[src/rtl/adc_cfg_regs.vh]
// Register offsets, field positions and reset values of the configuration slice.
// Included by the register bank and the pattern generator; definitions only.
`ifndef ADC_CFG_REGS_VH
`define ADC_CFG_REGS_VH

`define ADDR_INPUT_CFG      8'h11
`define ADDR_FUSE_LOAD      8'h13
`define ADDR_PAT_LOW        8'h14
`define ADDR_PAT_MID        8'h15
`define ADDR_PAT_SEL        8'h16

`define BIT_SE_A            5
`define BIT_SE_B            4
`define BIT_DELAY_LINE_POWERDOWN         2
`define BIT_AUTO_ZERO_ENABLE           0
`define BIT_FUSE_LD         0

`define INPUT_CFG_MASK      8'h35
`define FUSE_LOAD_MASK      8'h01
`define PAT_HI_LSB          0
`define PAT_HI_MSB          1
`define PAT_SEL_A_LSB       2
`define PAT_SEL_A_MSB       4
`define PAT_SEL_B_LSB       5
`define PAT_SEL_B_MSB       7

`define RST_INPUT_CFG_SLOW  8'h01
`define RST_INPUT_CFG_FAST  8'h00
`define RST_ZERO            8'h00

`define PAT_MODE_NORMAL     3'h0
`define PAT_MODE_RAMP       3'h2
`define PAT_MODE_CONST      3'h3

`define PAT_WIDTH           18

`endif

[src/rtl/test_pattern_gen.v]
// One channel's test pattern generator, ahead of the output bit mapper.
// Assumes a sample strobe on the sampling clock; converter data MSB-aligned.
`default_nettype none
`include "adc_cfg_regs.vh"

module test_pattern_gen #(
    parameter DATA_WIDTH = 14
) (
    input  wire                  core_clk_i,
    input  wire                  rst_i,
    input  wire                  sample_valid_i,
    input  wire [2:0]            mode_i,
    input  wire [`PAT_WIDTH-1:0] custom_pattern_i,
    input  wire [DATA_WIDTH-1:0] adc_data_i,
    output reg  [DATA_WIDTH-1:0] data_o
);
    reg  [`PAT_WIDTH-1:0] ramp_r;
    wire [`PAT_WIDTH-1:0] ramp_nxt;

    // 18-bit accumulator wraps naturally at full scale
    assign ramp_nxt = ramp_r + custom_pattern_i;

    always @(posedge core_clk_i) begin
        if (rst_i) begin
            ramp_r <= {`PAT_WIDTH{1'b0}};
            data_o <= {DATA_WIDTH{1'b0}};
        end else if (sample_valid_i) begin
            if (mode_i == `PAT_MODE_RAMP) begin
                ramp_r <= ramp_nxt;
            end else begin
                ramp_r <= {`PAT_WIDTH{1'b0}};
            end
            // Top bits of the 18-bit word give native resolution, MSB first
            case (mode_i)
                `PAT_MODE_RAMP: begin
                    data_o <= ramp_r[`PAT_WIDTH-1 -: DATA_WIDTH];
                end
                `PAT_MODE_CONST: begin
                    data_o <= custom_pattern_i[`PAT_WIDTH-1 -: DATA_WIDTH];
                end
                default: begin
                    // Unused codes fall back to live data
                    data_o <= adc_data_i;
                end
            endcase
        end
    end
endmodule
`default_nettype wire

[src/rtl/adc_config_test_pattern_regs.v]
// Configuration register slice: input type, sampling delay line, auto-zero,
// fuse-load strobe and per-channel test patterns. Register writes arrive
// already decoded from the serial control port, synchronous to core_clk_i.
`default_nettype none
`include "adc_cfg_regs.vh"

// Behaviour
// - Bit 5 picks channel A single-ended, bit 4 channel B.
// - Delay line on: sample at quarter period; off: follows clock duty.
// - Bit 0 enables auto-zero; reset value depends on speed grade.
// - Fuse-load bit loads output bit mapping for selected interface.
// - Fuse load returns earlier register writes to defaults.
// - 18-bit custom pattern over three registers, output MSB-aligned.
// - Channel A select: 000 normal, 010 ramp, 011 constant.
// - Channel B select, same encoding, independent of A.
// - Patterns inserted before bit mapper, native resolution, MSB aligned.
module adc_config_test_pattern_regs #(
    parameter       DATA_WIDTH = 14,
    parameter [0:0] FAST_GRADE = 1'b0
) (
    input  wire                  core_clk_i,
    input  wire                  rst_i,
    input  wire                  reg_wr_i,
    input  wire                  reg_rd_i,
    input  wire [7:0]            reg_addr_i,
    input  wire [7:0]            reg_wdata_i,
    output reg  [7:0]            reg_rdata_o,
    input  wire                  sample_valid_i,
    input  wire [DATA_WIDTH-1:0] chan_a_adc_data_i,
    input  wire [DATA_WIDTH-1:0] chan_b_adc_data_i,
    output reg  [DATA_WIDTH-1:0] chan_a_data_o,
    output reg  [DATA_WIDTH-1:0] chan_b_data_o,
    output wire                  chan_a_single_ended_o,
    output wire                  chan_b_single_ended_o,
    output wire                  delay_line_powerdown_o,
    output wire                  sample_at_quarter_o,
    output wire                  auto_zero_enable_o,
    output reg                   mapping_load_o
);
    localparam [7:0] INPUT_CFG_RST = FAST_GRADE ? `RST_INPUT_CFG_FAST
                                                : `RST_INPUT_CFG_SLOW;

    reg  [7:0] input_and_sampling_config_r;
    reg  [7:0] fuse_load_strobe_r;
    reg  [7:0] custom_pattern_low_r;
    reg  [7:0] custom_pattern_mid_r;
    reg  [7:0] test_pattern_select_r;
    wire       fuse_rise;
    wire [`PAT_WIDTH-1:0] custom_pattern_value;
    wire [2:0] chan_a_pattern_select;
    wire [2:0] chan_b_pattern_select;
    wire [DATA_WIDTH-1:0] chan_a_pat;
    wire [DATA_WIDTH-1:0] chan_b_pat;

    // Load fires on the 0-to-1 write of the strobe bit
    assign fuse_rise = reg_wr_i && (reg_addr_i == `ADDR_FUSE_LOAD)
                       && reg_wdata_i[`BIT_FUSE_LD]
                       && !fuse_load_strobe_r[`BIT_FUSE_LD];

    always @(posedge core_clk_i) begin
        if (rst_i) begin
            input_and_sampling_config_r <= INPUT_CFG_RST;
            fuse_load_strobe_r          <= `RST_ZERO;
            custom_pattern_low_r        <= `RST_ZERO;
            custom_pattern_mid_r        <= `RST_ZERO;
            test_pattern_select_r       <= `RST_ZERO;
            mapping_load_o              <= 1'b0;
        end else begin
            mapping_load_o <= fuse_rise;
            if (fuse_rise) begin
                // Load wipes prior configuration; the strobe itself is kept
                input_and_sampling_config_r <= INPUT_CFG_RST;
                custom_pattern_low_r        <= `RST_ZERO;
                custom_pattern_mid_r        <= `RST_ZERO;
                test_pattern_select_r       <= `RST_ZERO;
                fuse_load_strobe_r          <= reg_wdata_i & `FUSE_LOAD_MASK;
            end else if (reg_wr_i) begin
                case (reg_addr_i)
                    `ADDR_INPUT_CFG: begin
                        // Reserved bits held at zero
                        input_and_sampling_config_r <= reg_wdata_i & `INPUT_CFG_MASK;
                    end
                    `ADDR_FUSE_LOAD: begin
                        fuse_load_strobe_r <= reg_wdata_i & `FUSE_LOAD_MASK;
                    end
                    `ADDR_PAT_LOW: begin
                        custom_pattern_low_r <= reg_wdata_i;
                    end
                    `ADDR_PAT_MID: begin
                        custom_pattern_mid_r <= reg_wdata_i;
                    end
                    `ADDR_PAT_SEL: begin
                        test_pattern_select_r <= reg_wdata_i;
                    end
                    default: begin
                    end
                endcase
            end
        end
    end

    always @(posedge core_clk_i) begin
        if (rst_i) begin
            reg_rdata_o <= `RST_ZERO;
        end else if (reg_rd_i) begin
            case (reg_addr_i)
                `ADDR_INPUT_CFG: reg_rdata_o <= input_and_sampling_config_r;
                `ADDR_FUSE_LOAD: reg_rdata_o <= fuse_load_strobe_r;
                `ADDR_PAT_LOW:   reg_rdata_o <= custom_pattern_low_r;
                `ADDR_PAT_MID:   reg_rdata_o <= custom_pattern_mid_r;
                `ADDR_PAT_SEL:   reg_rdata_o <= test_pattern_select_r;
                default:         reg_rdata_o <= `RST_ZERO;
            endcase
        end
    end

    assign chan_a_single_ended_o  = input_and_sampling_config_r[`BIT_SE_A];
    assign chan_b_single_ended_o  = input_and_sampling_config_r[`BIT_SE_B];
    assign delay_line_powerdown_o = input_and_sampling_config_r[`BIT_DELAY_LINE_POWERDOWN];
    // Quarter-period sampling only while the delay line runs
    assign sample_at_quarter_o    = !input_and_sampling_config_r[`BIT_DELAY_LINE_POWERDOWN];
    assign auto_zero_enable_o     = input_and_sampling_config_r[`BIT_AUTO_ZERO_ENABLE];

    assign custom_pattern_value = {test_pattern_select_r[`PAT_HI_MSB:`PAT_HI_LSB],
                                   custom_pattern_mid_r, custom_pattern_low_r};
    assign chan_a_pattern_select = test_pattern_select_r[`PAT_SEL_A_MSB:`PAT_SEL_A_LSB];
    assign chan_b_pattern_select = test_pattern_select_r[`PAT_SEL_B_MSB:`PAT_SEL_B_LSB];

    // Channel A pattern path
    test_pattern_gen #(
        .DATA_WIDTH       (DATA_WIDTH)
    ) u_pat_a (
        .core_clk_i       (core_clk_i),
        .rst_i            (rst_i),
        .sample_valid_i   (sample_valid_i),
        .mode_i           (chan_a_pattern_select),
        .custom_pattern_i (custom_pattern_value),
        .adc_data_i       (chan_a_adc_data_i),
        .data_o           (chan_a_pat)
    );

    // Channel B runs independently of A
    test_pattern_gen #(
        .DATA_WIDTH       (DATA_WIDTH)
    ) u_pat_b (
        .core_clk_i       (core_clk_i),
        .rst_i            (rst_i),
        .sample_valid_i   (sample_valid_i),
        .mode_i           (chan_b_pattern_select),
        .custom_pattern_i (custom_pattern_value),
        .adc_data_i       (chan_b_adc_data_i),
        .data_o           (chan_b_pat)
    );

    // Mapper follows downstream; patterns enter it at native width
    always @* begin
        chan_a_data_o = chan_a_pat;
        chan_b_data_o = chan_b_pat;
    end
endmodule
`default_nettype wire

[config.mk]
export PLATFORM = sky130hd
export DESIGN_NAME = adc_config_test_pattern_regs
export DESIGN_NICKNAME = d
export VERILOG_FILES = /design/src/rtl/test_pattern_gen.v /design/src/rtl/adc_config_test_pattern_regs.v
export VERILOG_INCLUDE_DIRS = /design/src /design/src/rtl
export SDC_FILE = /design/constraint.sdc
export NUM_CORES = 1
export LEC_CHECK = 0
export ABC_AREA = 1
export BUFFER_PORTS_ARGS = -buffer_cell sky130_fd_sc_hd__buf_4
export CELL_PAD_IN_SITES_DETAIL_PLACEMENT = 1
export CELL_PAD_IN_SITES_GLOBAL_PLACEMENT = 1
export CORE_ASPECT_RATIO = 1.4
export CORE_MARGIN = 4
export CORE_UTILIZATION = 44
export DETAILED_ROUTE_END_ITERATION = 12
export PLACE_DENSITY = 0.9
export SLEW_MARGIN = 10
export SYNTH_ARGS = -nofsm -noshare
export SYNTH_HDL_FRONTEND = slang
export SYNTH_SLANG_ARGS = --single-unit
export TNS_END_PERCENT = 30
[constraint.sdc]
create_clock -name core_clk_i -period 5.3 [get_ports core_clk_i]
set_clock_uncertainty 0.2 [all_clocks]
set_input_delay 0.265 -clock core_clk_i [delete_from_list [all_inputs] [get_ports core_clk_i]]
set_output_delay 0.265 -clock core_clk_i [all_outputs]
set_load 0.01 [all_outputs]
After elaboration in Yosys (flattened, before gate mapping)
Cells that the tools add are included.
- bits of input ports: 49
- register bits after elaboration: 102
- output and inout port bits: 42
- word-level logic and storage cells: 43
- $add $sub $neg: 2
- reductions and logical operators: 13
- mux-type cells: 8
- equality and inequality tests: 9
- operator list (operator ; number):
    $pmux 14 s2 ; 2
    $eq 8x5->1 const B ; 5
    $pmux 8 s5 ; 1
    $add 18x18->18 ; 2
    $mux 18 ; 2
    $eq 3x2->1 const B ; 4
    $reduce_and 2->1 ; 5
    $reduce_bool 2->1 ; 2
    $logic_and 1x1->1 ; 3
    $mux 1 ; 3
    $logic_not 1->1 ; 2
    $reduce_or 2->1 ; 1

Depth between registers and ports, before layout
- depth after elaboration: 6
- mapped depth: 12
- depth with buffers taken out: 12

Hierarchy
From an unflattened synthesis, not the netlist that was laid out.
- cells, all modules: 935
- area, all modules: 6716.4 sq um
- by module, submodules not included (module ; times used ; cells an instance ; sequential area each (sq um) ; area each (sq um)):
    test_pattern_gen at u_pat_b ; 1 ; 348 ; 640.6 ; 2399.8
    test_pattern_gen at u_pat_a ; 1 ; 348 ; 640.6 ; 2352.3
    adc_config_test_pattern_regs ; 1 ; 239 ; 760.7 ; 1964.4

Worst setup path after synthesis
Ideal clock, no wire load.
- path kind: reg2reg
- start: register custom_pattern_low_r[0]
- end: register u_pat_b.ramp_r[12]
- required time: 4.968 ns
- setup time: 0.132 ns
- slack: 3.226 ns
- data arrival time: 1.742 ns
- period minus slack after synthesis: 2.074 ns
- buffers on the path: 0
- stages on the path, launching flop included: 12
- cells stage by stage: dfxtp_1 -> ha_1 -> inv_1 -> fa_1 -> o21ai_0 -> nand2_1 -> nand2_1 -> nand2_1 -> nand2_1 -> nand2_1 -> nand3_1 -> a21oi_1
- cells in the longest elaborated chain, start to end: 2
- ends and longest elaborated chain (item ; RTL line ; RTL):
    start, declared ; adc_config_test_pattern_regs.v:45 ; reg [7:0] custom_pattern_low_r;
    start signal, assigned ; adc_config_test_pattern_regs.v:64 ; custom_pattern_low_r <= `RST_ZERO;
    start signal, assigned ; adc_config_test_pattern_regs.v:73 ; custom_pattern_low_r <= `RST_ZERO;
    start signal, assigned ; adc_config_test_pattern_regs.v:87 ; custom_pattern_low_r <= reg_wdata_i;
    $add 18x18->18 ; test_pattern_gen.v:21 ; assign ramp_nxt = ramp_r + custom_pattern_i;
    $mux 18 ; test_pattern_gen.v:28 ; if (mode_i == `PAT_MODE_RAMP) begin
    end signal, assigned ; test_pattern_gen.v:25 ; ramp_r <= {`PAT_WIDTH{1'b0}};
    end signal, assigned ; test_pattern_gen.v:29 ; ramp_r <= ramp_nxt;
    end signal, assigned ; test_pattern_gen.v:31 ; ramp_r <= {`PAT_WIDTH{1'b0}};
    end, declared ; test_pattern_gen.v:17 ; reg [`PAT_WIDTH-1:0] ramp_r;
Every way passes these cells.
A chain may end at the register's enable or synchronous reset.

Worst setup path in the final report
- start: register test_pattern_select_r[7]
- end: register u_pat_b.ramp_r[9]
- cells in the longest elaborated chain, start to end: 2
- ends and longest elaborated chain (item ; RTL line ; RTL):
    start, declared ; adc_config_test_pattern_regs.v:47 ; reg [7:0] test_pattern_select_r;
    start signal, assigned ; adc_config_test_pattern_regs.v:66 ; test_pattern_select_r <= `RST_ZERO;
    start signal, assigned ; adc_config_test_pattern_regs.v:75 ; test_pattern_select_r <= `RST_ZERO;
    start signal, assigned ; adc_config_test_pattern_regs.v:93 ; test_pattern_select_r <= reg_wdata_i;
    $eq 3x2->1 (no line) ; -- ;
    $mux 18 ; test_pattern_gen.v:28 ;
Every way passes these cells.

==> results.cfg <==
[outcome]
outcome = finished clean

[global_routing]
antenna_found_initial = 0
grt.total_usage_pct = 29.6
grt_pass1_wl_microns = 37800
grt_max_degree = 62
grt_overflow_total = 0
grt_pass1_vias = 7470

[pwr]
pwr-share-seq_pct = 48.0
leakagePower_nw = 3.23
total_power_mw = 1.65
intPower_mw = 1.22
switching_share_pct = 26.0
p_per_area_nw_per_um2 = 221
p_sw_mw = 0.429
p_clk_share_pct = 43.4
pwr-share-comb_pct = 8.7
peakVddDrop_mv = 0.135

[hold_path]
hold_class = primary input to flop
whs_path_depth = 3

[timing]
totalNegativeSetupSlack_ns = 0
fin_ws_ns = 2.45
worst_pin_slew_ns = 1.26
report.final.setup_viol = 0
fmax_mhz = 351
slew_violations = 0
slew_headroom_pct = 15.9
min_period_ns = 2.85
period_share_pct = 53.7
hold_viol_final = 0
rsz0062_at_grt = no

[synthesis]
synthTopCellsByCount = nand2_1 (299), a21oi_1 (123), dfxtp_1 (102), nand3_1 (91), inv_1 (83)
yosys.area.top_type = dfxtp_1
synthFlopType = dfxtp_1
yosysTopAreaCellShare_pct = 32.2
ys_types = 40
synth_cells = 964
synth.avg_cell_area_sq_um = 6.58
synthArstFlopShare_pct = 0
synth_area_leaders = dfxtp_1 (32%), nand2_1 (18%), a21oi_1 (9.7%)
ys_ff_latch = 102
syn-cell-area_sq_um = 6340
yosysWarnings = 0
synth-seq-area-share_pct = 32.2
syn_nets = 1049
synth-edff-count = 0
synth.most_common_cell = nand2_1

[detailed_routing]
dr.pass1.iters = 4
ant_nets = 0
wl_met3_microns = 1160
drt-met1-wl_microns = 8850
vias = 7026
wl_microns = 23400
drc = 0
detail_route.wl_per_cell_microns = 19.0
drt_iter0_drc = 349
viasPerCell = 5.72
wl_met2_microns = 12200
top_layer = met4

[worst_setup_path]
required_ns = 5.38
reg2reg_depth = 9
worst-setup-path-type = flop to flop
start_kind = flop
cp.arrival_ns = 2.93
worst-path-max-fanout = 17
endpoint_kind = flop

[final_layout]
finalNonFillerCells = 1228
drive_above_1_share_pct = 13.2
final_util_pct = 53.1
syn2layout_area_growth_pct = 17.6
antenna_cells = 0
fin_nets = 1123

[floorplan]
coreArea_sq_um = 14000
die_y_microns = 150
row_count = 51
initial_utilization_pct = 45.2
die_area_sq_um = 16400
pin_count = 91
die_w_microns = 109

[placement]
hpwl_microns = 16200
post-place-ws_ns = 2.50
place_inst = 1204
place.gp.congestion = 0.914
portBuffers = 90

[cts]
clk_pin_slew_ns = 0.08
clock_latency_ns = 0.36
cts-root-buf = clkbuf_16
cts_buffers = 9
cts_sinks = 102
cts_buffer_depth = 2
cts_tree = yes
htreeDepth = 3
postCtsSetupRepairBufs = 0

[job]
drv_cap = 0
## per-layer routing
layer	vias to the layer above	GRT usage, %
met5	-	0
met4	0	15.7
met3	66	4.10
met2	175	52.8
met1	3434	33.4
li1	3351	-
## power groups by stage
stage / registers, mW / clock network, mW / logic [mW]
after floorplan: 0.813 / 0 / 0.0578
after global placement: 0.808 / 0 / 0.134
after detailed placement: 0.809 / 0 / 0.136
after CTS: 0.791 / 0.725 / 0.142
after global routing: 0.793 / 0.759 / 0.154
final: 0.791 / 0.715 / 0.143
## final cells by class
type                            instances  area (sq um)
Fill cell                            1918          6580
Multi-Input combinational cell        737          3780
Sequential cell                       102          2040
Timing Repair Buffer                   99           763
Inverter                               89           334
Tap cell                              185           231
Clock buffer                            9           225
Clock inverter                          7          86.3
## timing repair
item / in CTS / in global routing
gates resized for setup: 0 / 0
hold endpoints to repair: 8 / 0
hold buffers: 8 / 0
## logic make-up (layout without fill, tap and decap cells)
family,count (synthesis),in the layout,share of synthesized area [%]
AOI/OAI and AO/OA,203,203,17.1
xor gates and xnor gates,4,4,0.553
buffers and inverters,125,204,8.25
and+or+nand+nor,494,494,34.5
adders and majority gates,36,36,7.34
DFF,102,102,32.2
## final timing paths
kind,start,to,slack (ns)
worst max-delay path,test_pattern_select_r[7]$_SDFFE_PP0P_,u_pat_b.ramp_r[9]$_SDFFE_PP0P_,2.45
worst min-delay path,chan_a_adc_data_i[13],u_pat_a.data_o[13]$_SDFFE_PP0P_,0.007
worst max register to register,test_pattern_select_r[7]$_SDFFE_PP0P_,u_pat_b.ramp_r[9]$_SDFFE_PP0P_,2.45
worst min register to register,reg_rdata_o[1]$_SDFFE_PP0P_,reg_rdata_o[1]$_SDFFE_PP0P_,0.27
## state kept, by name, indices dropped and copies added (netlist names), 4 cells and up
register                     count
input_and_sampling_config_r      4
reg_rdata_o                      8
test_pattern_select_r            8
u_pat_a.ramp_r                  18
u_pat_b.data_o                  14
custom_pattern_mid_r             8
u_pat_a.data_o                  14
custom_pattern_low_r             8
u_pat_b.ramp_r                  18
## worst max-delay path, stage by stage, from the launching register on
cell and delay [ns]:
dfxtp_1 0.32, inv_1 0.06, nand2_1 0.42, nor2_2 0.75, inv_2 0.10, nor2_4 0.43, inv_1 0.13, a21oi_1 0.14
o21ai_1 0.08, a21oi_1 0.14
## placed cells by master, fill, tap and decap left out, types with 2 or more instances in the layout
master / instances
o211ai_1: 13
inv_8: 2
buf_4: 91
nand4_1: 6
xor2_1: 2
nand2_4: 2
inv_6: 2
a22oi_1: 3
clkbuf_16: 9
a21oi_1: 123
o21ai_0: 42
dlygate4sd3_1: 8
and2_1: 2
or2_2: 10
nor2_1: 53
a21o_1: 2
nor3_1: 5
nand3b_1: 13
o22ai_1: 2
nand2_1: 299
a31oi_1: 15
nor4_4: 2
nor2_2: 2
nor3_2: 3
o21ai_1: 2
xnor2_1: 2
dfxtp_1: 102
ha_1: 34
inv_1: 83
inv_2: 6
fa_1: 2
nand3_1: 91
## through the flow
stage	hold WS (ns)	area, sq um
floorplan	0.226	6340
global placement	0.255	7070
CTS	0.000262	7460
global route	0.00498	7460
finish	0.00682	7460
detailed placement	0.262	7070
Power figures use the tool's default switching activity.
